### src/include/sffs_regs.vh
// Register offsets, field positions, reset values and codes for the slot FIFO format selector.
`ifndef SFFS_REGS_VH
`define SFFS_REGS_VH
// ==========================================================================
// Register map
`define SFFS_ADDR_W          8
`define SFFS_OFF_CONFIG      8'h11
`define SFFS_OFF_AVG         8'h15
`define SFFS_OFF_STATUS      8'h16
`define SFFS_CONFIG_RST      16'h5000
`define SFFS_AVG_RST         16'h0000
// ==========================================================================
// Configuration fields
`define SFFS_A_EN_BIT        0
`define SFFS_A_FMT_LO        2
`define SFFS_A_FMT_HI        4
`define SFFS_B_EN_BIT        5
`define SFFS_B_FMT_LO        6
`define SFFS_B_FMT_HI        8
`define SFFS_HOLD_BIT        12
`define SFFS_CONFIG_MASK     16'hf1fd
// Averaging factor fields.
`define SFFS_AVG_A_LO        4
`define SFFS_AVG_A_HI        6
`define SFFS_AVG_B_LO        8
`define SFFS_AVG_B_HI        10
// ==========================================================================
// Format codes
`define SFFS_FMT_NONE        3'h0
`define SFFS_FMT_SUM16       3'h1
`define SFFS_FMT_SUM32       3'h2
`define SFFS_FMT_CH16        3'h4
`define SFFS_FMT_CH32        3'h6
// ==========================================================================
// Queue
`define SFFS_DEPTH           64
`define SFFS_PTR_W           6
`define SFFS_CNT_W           7
`endif
### src/hw/sffs_top.v
// Slot FIFO format selector with the shared readout queue and its register file.
//
// The plain strobed port is this design's own decision.
`timescale 1ns/1ps
`include "sffs_regs.vh"

module sffs_top (
   input  wire                     clk_sys_i,
   input  wire                     rst_n_i,
   input  wire [`SFFS_ADDR_W-1:0]  reg_addr_i,
   input  wire [15:0]              reg_wdata_i,
   input  wire                     reg_wr_i,
   input  wire                     reg_rd_i,
   output reg  [15:0]              reg_rdata_o,
   input  wire                     smp_valid_i,
   input  wire                     smp_slot_i,
   input  wire [127:0]             smp_data_i,
   output reg                      smp_ready_o,
   output reg                      fifo_valid_o,
   output reg  [15:0]              fifo_data_o,
   input  wire                     fifo_ready_i,
   output reg  [`SFFS_CNT_W-1:0]   fifo_level_o,
   output reg                      first_slot_run_o,
   output reg                      second_slot_run_o
);

// ==========================================================================
// Registers
reg  [15:0]             cfg;
reg  [15:0]             avg;
reg                     overflow_seen;
reg  [15:0]             mem [0:`SFFS_DEPTH-1];
reg  [`SFFS_PTR_W-1:0]  wr_ptr;
reg  [`SFFS_PTR_W-1:0]  rd_ptr;
reg  [`SFFS_CNT_W-1:0]  count;

wire [2:0] fmt_a = cfg[`SFFS_A_FMT_HI:`SFFS_A_FMT_LO];
wire [2:0] fmt_b = cfg[`SFFS_B_FMT_HI:`SFFS_B_FMT_LO];
wire       hold  = cfg[`SFFS_HOLD_BIT];
wire       avg_match = avg[`SFFS_AVG_B_HI:`SFFS_AVG_B_LO] == avg[`SFFS_AVG_A_HI:`SFFS_AVG_A_LO];

always @(posedge clk_sys_i) begin
   if (!rst_n_i) begin
      cfg <= `SFFS_CONFIG_RST;
      avg <= `SFFS_AVG_RST;
   end else if (reg_wr_i) begin
      if (reg_addr_i == `SFFS_OFF_CONFIG) begin
         cfg <= reg_wdata_i & `SFFS_CONFIG_MASK;
      end else if (reg_addr_i == `SFFS_OFF_AVG) begin
         avg <= reg_wdata_i;
      end
   end
end

always @(posedge clk_sys_i) begin
   if (!rst_n_i) begin
      reg_rdata_o <= 16'h0000;
   end else if (reg_rd_i) begin
      if (reg_addr_i == `SFFS_OFF_CONFIG) begin
         reg_rdata_o <= cfg;
      end else if (reg_addr_i == `SFFS_OFF_AVG) begin
         reg_rdata_o <= avg;
      end else if (reg_addr_i == `SFFS_OFF_STATUS) begin
         reg_rdata_o <= {8'h00, overflow_seen, count};
      end else begin
         reg_rdata_o <= 16'h0000;
      end
   end else begin
      reg_rdata_o <= 16'h0000;
   end
end

// ==========================================================================
// Format selection
function [3:0] word_count;
   input [2:0] fmt;
   begin
      case (fmt)
         `SFFS_FMT_SUM16: word_count = 4'h1;
         `SFFS_FMT_SUM32: word_count = 4'h2;
         `SFFS_FMT_CH16:  word_count = 4'h4;
         `SFFS_FMT_CH32:  word_count = 4'h8;
         default:         word_count = 4'h0;
      endcase
   end
endfunction

// Channel 32-bit format exists only for the second slot.
wire [2:0] eff_a   = (fmt_a == `SFFS_FMT_CH32) ? `SFFS_FMT_NONE : fmt_a;
wire       b_legal = avg_match || (fmt_a == `SFFS_FMT_NONE);
wire       a_on    = cfg[`SFFS_A_EN_BIT];
wire       b_on    = cfg[`SFFS_B_EN_BIT] && b_legal;
wire [2:0] cur_fmt = smp_slot_i ? fmt_b : eff_a;
wire       slot_on = smp_slot_i ? b_on : a_on;

// Sample inputs: four channels of 32 bits, channel 0 in the low bits.
function [15:0] pick_word;
   input [2:0]   fmt;
   input [127:0] d;
   input [2:0]   idx;
   reg   [31:0]  sum;
   begin
      sum = d[31:0] + d[63:32] + d[95:64] + d[127:96];
      case (fmt)
         `SFFS_FMT_SUM16: pick_word = sum[15:0];
         `SFFS_FMT_SUM32: pick_word = idx[0] ? sum[15:0] : sum[31:16];
         `SFFS_FMT_CH16:  pick_word = d[idx[1:0]*32 +: 16];
         default:         pick_word = idx[0] ? d[idx[2:1]*32 +: 16] : d[idx[2:1]*32+16 +: 16];
      endcase
   end
endfunction

// ==========================================================================
// Serialiser: one captured sample is broken into queue words.
reg  [127:0] cap_data;
reg  [2:0]   cap_fmt;
reg  [3:0]   cap_left;
reg  [2:0]   cap_idx;
wire         busy     = cap_left != 4'h0;
wire         full     = count == `SFFS_DEPTH;
wire         take     = smp_valid_i && smp_ready_o;
wire [15:0]  wr_word  = pick_word(cap_fmt, cap_data, cap_idx);
// A held full queue stalls the serialiser so no word is lost.
wire         push     = busy && (!full || !hold);
wire         drop_old = push && full;
wire         pop      = (count != 7'h00) && (!fifo_valid_o || fifo_ready_i) && !drop_old;

always @(posedge clk_sys_i) begin
   if (!rst_n_i) begin
      cap_data    <= 128'h0;
      cap_fmt     <= 3'h0;
      cap_left    <= 4'h0;
      cap_idx     <= 3'h0;
      smp_ready_o <= 1'b0;
   end else begin
      smp_ready_o <= !busy && !take;
      if (take) begin
         cap_data <= smp_data_i;
         cap_fmt  <= cur_fmt;
         cap_idx  <= 3'h0;
         cap_left <= slot_on ? word_count(cur_fmt) : 4'h0;
      end else if (push) begin
         cap_left <= cap_left - 4'h1;
         cap_idx  <= cap_idx + 3'h1;
      end
   end
end

// ==========================================================================
// Queue storage and output buffer
always @(posedge clk_sys_i) begin
   if (push) begin
      mem[wr_ptr] <= wr_word;
   end
end

always @(posedge clk_sys_i) begin
   if (!rst_n_i) begin
      wr_ptr        <= 6'h00;
      rd_ptr        <= 6'h00;
      count         <= 7'h00;
      overflow_seen <= 1'b0;
      fifo_valid_o  <= 1'b0;
      fifo_data_o   <= 16'h0000;
   end else begin
      if (push) begin
         wr_ptr <= wr_ptr + 6'h01;
      end
      if (drop_old) begin
         rd_ptr        <= rd_ptr + 6'h01;
         overflow_seen <= 1'b1;
      end else if (pop) begin
         rd_ptr <= rd_ptr + 6'h01;
      end
      if (push && !pop && !drop_old) begin
         count <= count + 7'h01;
      end else if (pop && !push) begin
         count <= count - 7'h01;
      end
      if (pop) begin
         fifo_valid_o <= 1'b1;
         fifo_data_o  <= mem[rd_ptr];
      end else if (fifo_ready_i) begin
         fifo_valid_o <= 1'b0;
      end
   end
end

always @(posedge clk_sys_i) begin
   if (!rst_n_i) begin
      fifo_level_o      <= 7'h00;
      first_slot_run_o  <= 1'b0;
      second_slot_run_o <= 1'b0;
   end else begin
      fifo_level_o      <= count;
      first_slot_run_o  <= a_on;
      second_slot_run_o <= cfg[`SFFS_B_EN_BIT];
   end
end

endmodule

### config.mk
export PLATFORM = sky130hd
export DESIGN_NAME = sffs_top
export DESIGN_NICKNAME = d
export VERILOG_FILES = /design/src/hw/sffs_top.v
export VERILOG_INCLUDE_DIRS = /design/src /design/src/include
export SDC_FILE = /design/constraint.sdc
export NUM_CORES = 2
export LEC_CHECK = 0
export BUFFER_PORTS_ARGS = -buffer_cell sky130_fd_sc_hd__clkbuf_2
export CAP_MARGIN = 20
export CORE_UTILIZATION = 60
export DETAILED_ROUTE_END_ITERATION = 10
export HOLD_SLACK_MARGIN = 0.02
export PLACE_DENSITY = 0.78
export SYNTH_ARGS = -nofsm -noshare
export SYNTH_HDL_FRONTEND = slang
export SYNTH_SLANG_ARGS = --single-unit
### constraint.sdc
create_clock -name clk_sys_i -period 9 [get_ports clk_sys_i]
set_clock_uncertainty 0.05 [all_clocks]
set_input_delay 0 -clock clk_sys_i [delete_from_list [all_inputs] [get_ports clk_sys_i]]
set_output_delay 0 -clock clk_sys_i [all_outputs]
set_load 0.01 [all_outputs]
==> qor.yml <==
cts_sinks: 1253
yosys_most_used_dff: "sky130_fd_sc_hd__edfxtp_1"
synth-compound-area-share: 0.0910
core.rowCount: 109
synth.mux.area_fraction: 0.128
rrSetupSlack_ns: 3.91
path_cells: "inv_1 > fa_1 > fa_1 > inv_1 > ha_1 > fa_1 > a211o_1 > a211oi_2 > o22a_1 > nand3_1 > nand2_1 > xor2_1 > o21ai_4 > buf_4"
run_status: "complete, no violations"
critical-path-top-cell-by-count: "sky130_fd_sc_hd__fa_1"
die_height_um: 302
drt-pass1-iter-count: 5
clk_pin_slew_ns: 0.07
cts_tree: "yes"
start_of_the_worst_register_to_register_path: "cap_data[1]$_SDFFE_PN0P_"
worstHoldStart: "reg_wdata_i[11]"
antenna_violations_before_repair: 8
end_kind: "register"
route.vias.total: 34200
drt-total-wl_um: 136000
cell_count_post_placement: 4892
final_hpwl_from_detailed_placement_um: 76000
via_per_inst: 6.30
syn-num-nets: 3912
top_level_port_count: 202
cts_repair_resize_count: 0
grt_pass1_wl_um: 206000
finish.net_count: 4426
ff2ff_path_depth: 14
placement.cell_area_sq_mm: 0.0565
timing.critical_path.max_delay_family: "adder cells"
p_sw_frac: 0.302
synthesis.area_per_instance_sq_um: 14.8
route.antenna.remaining_nets: 0
worstHoldPathType: "in2reg"
period_needed_ns: 5.09
synth_top_family_by_area: "multiplexers"
synth_seq_area_share: 0.653
unrepaired_setup_endpoints_after_global_routing: "no"
r2r_end: "mem[36][5]$_DFFE_PP_"
power.ir.vdd_worst_mv: 0.251
cts_inserted_buffers: 117
mappedNetlistArea_sq_mm: 0.0541
power.density_cell_area_mw_per_mm2: 255
synthesis.yosys.warnings: 0
final_max_slew_viol_count: 0
first_global_vias: 34600
routed_wire_length_per_instance_um: 25.1
clock_insertion_delay_worst_skew_ns: 0.73
start_util: 0.609
critical_path_class: "reg2reg"
instances_no_fill: 5437
p_switching_w: 0.00489
highest_achievable_clock_rate_ghz: 0.197
globalRouteTotalUtil: 0.300
share_clk_of_total_power: 0.303
worstPathArrival_ns: 5.50
hold_depth: 4
power.internal_w: 0.0113
synthArstFlopShare: 0
drt_iter0_markers: 3556
drive_gt1_frac: 0.167
fp.dieArea_sq_mm: 0.0914
synthesis.instances: 3650
post-route-period-util: 0.565
slew_headroom: 0.299
grt_start_max_net_pins: 127
area.growth.synth_to_final_pct: 17.3
final_tns_setup_ns: 0
critical_path.max_fanout: 33
comb_power_share: 0.255
power.static_leakage_nw: 21.6
detail_route.drc_violations: 0
finalHoldViolCount: 0
post-layout-total-power_w: 0.0162
cts-root-buf: "sky130_fd_sc_hd__clkbuf_16"
cts.repair_timing.setup_buffer_count: 0
crit_slowest_cell: "sky130_fd_sc_hd__o21ai_4"
yosys_register_bits: 1253
critical_path.max_stage_delay_ns: 0.78
cts_htree_levels: 3
share_seq_of_total_power: 0.442
startpoint_types: "register"
tightestPinTransition_ns: 1.05
placeableCoreArea_sq_mm: 0.0889
yosys.area_share.adder: 0.0326
synth.lib_cells_used.distinct: 83
die_width_um: 302
design_area_sq_mm: 0.0635
synth_xor_area_frac: 0.00680
setup-violations-final: 0
cts_max_path_buffers: 3
endpoint_of_the_worst_hold_path: "avg[11]$_SDFFE_PN0P_"
grt_overflow_total: 0
io_buffer_count: 201
timing.critical_path.buf_inv: 3
globalplace.congestion: 0.892
post_synth_edffs: 1024
post_synth_and_or_nand_nor_area_fraction: 0.0541
cp_data_required_time_ns: 9.41
cap_viol_max_count: 0
-- synthesized netlist by cell type (all sizes together), types with 4 or more instances --
cell    count  share of area
nor2b      18         0.0021
nand3      40         0.0037
nor3       11         0.0010
mux2        5         0.0010
o221ai     71          0.011
a211oi      4        0.00074
o21a        5        0.00069
nor2      117         0.0081
fa         63          0.023
ha         40         0.0092
nand2     396          0.028
nand3b      7        0.00097
mux4      176          0.073
o211ai      5        0.00079
o32ai      64          0.010
or2         7        0.00081
o22ai      65         0.0075
nor4        4        0.00074
a31oi      11         0.0014
a21boi    155          0.022
clkbuf    131         0.0091
a21o       14         0.0019
buf        98          0.012
nand4       7        0.00081
a221oi     10         0.0017
mux2i     292          0.054
a22oi      25         0.0035
xor2       13         0.0021
o31ai       7         0.0011
nor3b       6         0.0010
inv       185          0.013
or3         6        0.00069
nand2b      8        0.00092
and3       14         0.0016
a22o       16         0.0026
a21oi     114          0.011
dfxtp     229          0.085
edfxtp   1024           0.57
xnor2      29         0.0047
o21ai      98         0.0093
and2       24         0.0028
-- worst reg2reg max path, cell delays in order, from the launching register on --
cell and delay (ns):
sky130_fd_sc_hd__dfxtp_1 0.38, sky130_fd_sc_hd__inv_1 0.08, sky130_fd_sc_hd__fa_1 0.50, sky130_fd_sc_hd__fa_1 0.49, sky130_fd_sc_hd__inv_1 0.04, sky130_fd_sc_hd__ha_1 0.22
sky130_fd_sc_hd__fa_1 0.49, sky130_fd_sc_hd__a211o_1 0.37, sky130_fd_sc_hd__a211oi_2 0.24, sky130_fd_sc_hd__o22a_1 0.27, sky130_fd_sc_hd__nand3_1 0.18, sky130_fd_sc_hd__nand2_1 0.12
sky130_fd_sc_hd__xor2_1 0.09, sky130_fd_sc_hd__o21ai_4 0.78, sky130_fd_sc_hd__buf_4 0.48
-- through the flow --
step	util	setup WS, ns	hold WS, ns
finish	0.714	3.91	0.0586
detailed placement	0.635	4.10	0.191
global placement	0.635	4.18	0.180
floorplan	-	2.58	0.0740
CTS	0.714	4.01	0.0216
global route	0.714	3.74	0.0524
-- cell families after synthesis --
group	Yosys count
DFF	1253
AOI/OAI and AO/OA	692
and+or+nand+nor	673
muxes	473
buffers and inverters	414
adders and majority gates	103
xor gates and xnor gates	42
-- layer usage --
layer  GRT usage  share of wire
met5           0              0
met1       0.397           0.38
met4       0.134          0.044
met3      0.0463          0.080
met2       0.497           0.49
-- power by group through the flow --
stage	logic [W]	clock network [W]	registers, W
5_1_grt	0.00442	0.00519	0.00720
6_report	0.00413	0.00492	0.00717
2_1_floorplan	0.00293	0	0.00721
3_5_place_dp	0.00393	0	0.00728
3_3_place_gp	0.00381	0	0.00726
4_1_cts	0.00408	0.00496	0.00716
-- layout make-up --
cell class | instances | area (sq um)
inverters | 185 | 694
multi-input cells | 1983 | 17100
well taps | 1165 | 1460
fillers | 5384 | 25400
flip-flops and latches | 1253 | 35300
repair buffers | 624 | 5010
clock inverters | 83 | 826
diodes | 8 | 20.0
clock buffers | 136 | 3000
-- cell usage in the layout, fill, tap and decap left out, types with 9 or more instances in the layout --
master | synthesis | routed
sky130_fd_sc_hd__a21boi_0 | 137 | 137
sky130_fd_sc_hd__mux2i_1 | 292 | 292
sky130_fd_sc_hd__buf_4 | 13 | 104
sky130_fd_sc_hd__dlygate4sd3_1 | 0 | 318
sky130_fd_sc_hd__inv_1 | 183 | 183
sky130_fd_sc_hd__fa_1 | 63 | 63
sky130_fd_sc_hd__clkinv_2 | 0 | 23
sky130_fd_sc_hd__a21o_1 | 14 | 14
sky130_fd_sc_hd__xnor2_1 | 29 | 29
sky130_fd_sc_hd__mux4_2 | 176 | 176
sky130_fd_sc_hd__clkbuf_1 | 130 | 19
sky130_fd_sc_hd__o21ai_1 | 22 | 17
sky130_fd_sc_hd__edfxtp_1 | 1024 | 1024
sky130_fd_sc_hd__o22ai_1 | 65 | 65
sky130_fd_sc_hd__clkbuf_16 | 0 | 117
sky130_fd_sc_hd__bufinv_16 | 0 | 12
sky130_fd_sc_hd__nor2b_1 | 18 | 18
sky130_fd_sc_hd__xor2_1 | 13 | 13
sky130_fd_sc_hd__a22o_1 | 16 | 16
sky130_fd_sc_hd__o32ai_1 | 63 | 63
sky130_fd_sc_hd__o21ai_0 | 75 | 74
sky130_fd_sc_hd__a31oi_1 | 10 | 10
sky130_fd_sc_hd__and2_1 | 24 | 23
sky130_fd_sc_hd__nand2_1 | 395 | 393
sky130_fd_sc_hd__clkbuf_2 | 1 | 200
sky130_fd_sc_hd__clkinv_1 | 0 | 32
sky130_fd_sc_hd__nand3_1 | 40 | 39
sky130_fd_sc_hd__ha_1 | 40 | 40
sky130_fd_sc_hd__o221ai_1 | 71 | 68
sky130_fd_sc_hd__a22oi_1 | 25 | 25
sky130_fd_sc_hd__a221oi_1 | 9 | 9
sky130_fd_sc_hd__a21oi_1 | 109 | 109
sky130_fd_sc_hd__nor3_1 | 11 | 11
sky130_fd_sc_hd__a21boi_1 | 18 | 18
sky130_fd_sc_hd__nor2_1 | 117 | 111
sky130_fd_sc_hd__dfxtp_1 | 229 | 223
sky130_fd_sc_hd__and3_1 | 14 | 14
-- sequential cells by signal, summed over array words and instances, names as in the netlist, 3 cells and up --
name	count
mem	1024
cap_data	128
avg	16
fifo_data_o	16
reg_rdata_o	16
cfg	12
count	7
fifo_level_o	7
rd_ptr	6
wr_ptr	6
cap_left	4
cap_fmt	3
cap_idx	3
-- repair_timing --
item	CTS	global route
hold buffers	318	0
hold endpoints to repair	197	0
setup endpoints to repair	0	0
-- worst max path at each step --
stage | startpoint | to | slack [ns] | cells after the start
6_report | cap_data[1]$_SDFFE_PN0P_ | mem[36][5]$_DFFE_PP_ | 3.91 | 14
5_1_grt | cap_data[1]$_SDFFE_PN0P_ | mem[36][5]$_DFFE_PP_ | 3.74 | 14
4_1_cts | cap_data[1]$_SDFFE_PN0P_ | mem[36][5]$_DFFE_PP_ | 4.01 | 14
3_5_place_dp | cap_data[1]$_SDFFE_PN0P_ | mem[45][5]$_DFFE_PP_ | 4.10 | 14
3_3_place_gp | cap_data[1]$_SDFFE_PN0P_ | mem[44][5]$_DFFE_PP_ | 4.18 | 14
2_1_floorplan | cap_data[1]$_SDFFE_PN0P_ | mem[0][5]$_DFFE_PP_ | 2.58 | 13
Note: power is estimated with default switching activity, not from simulation.
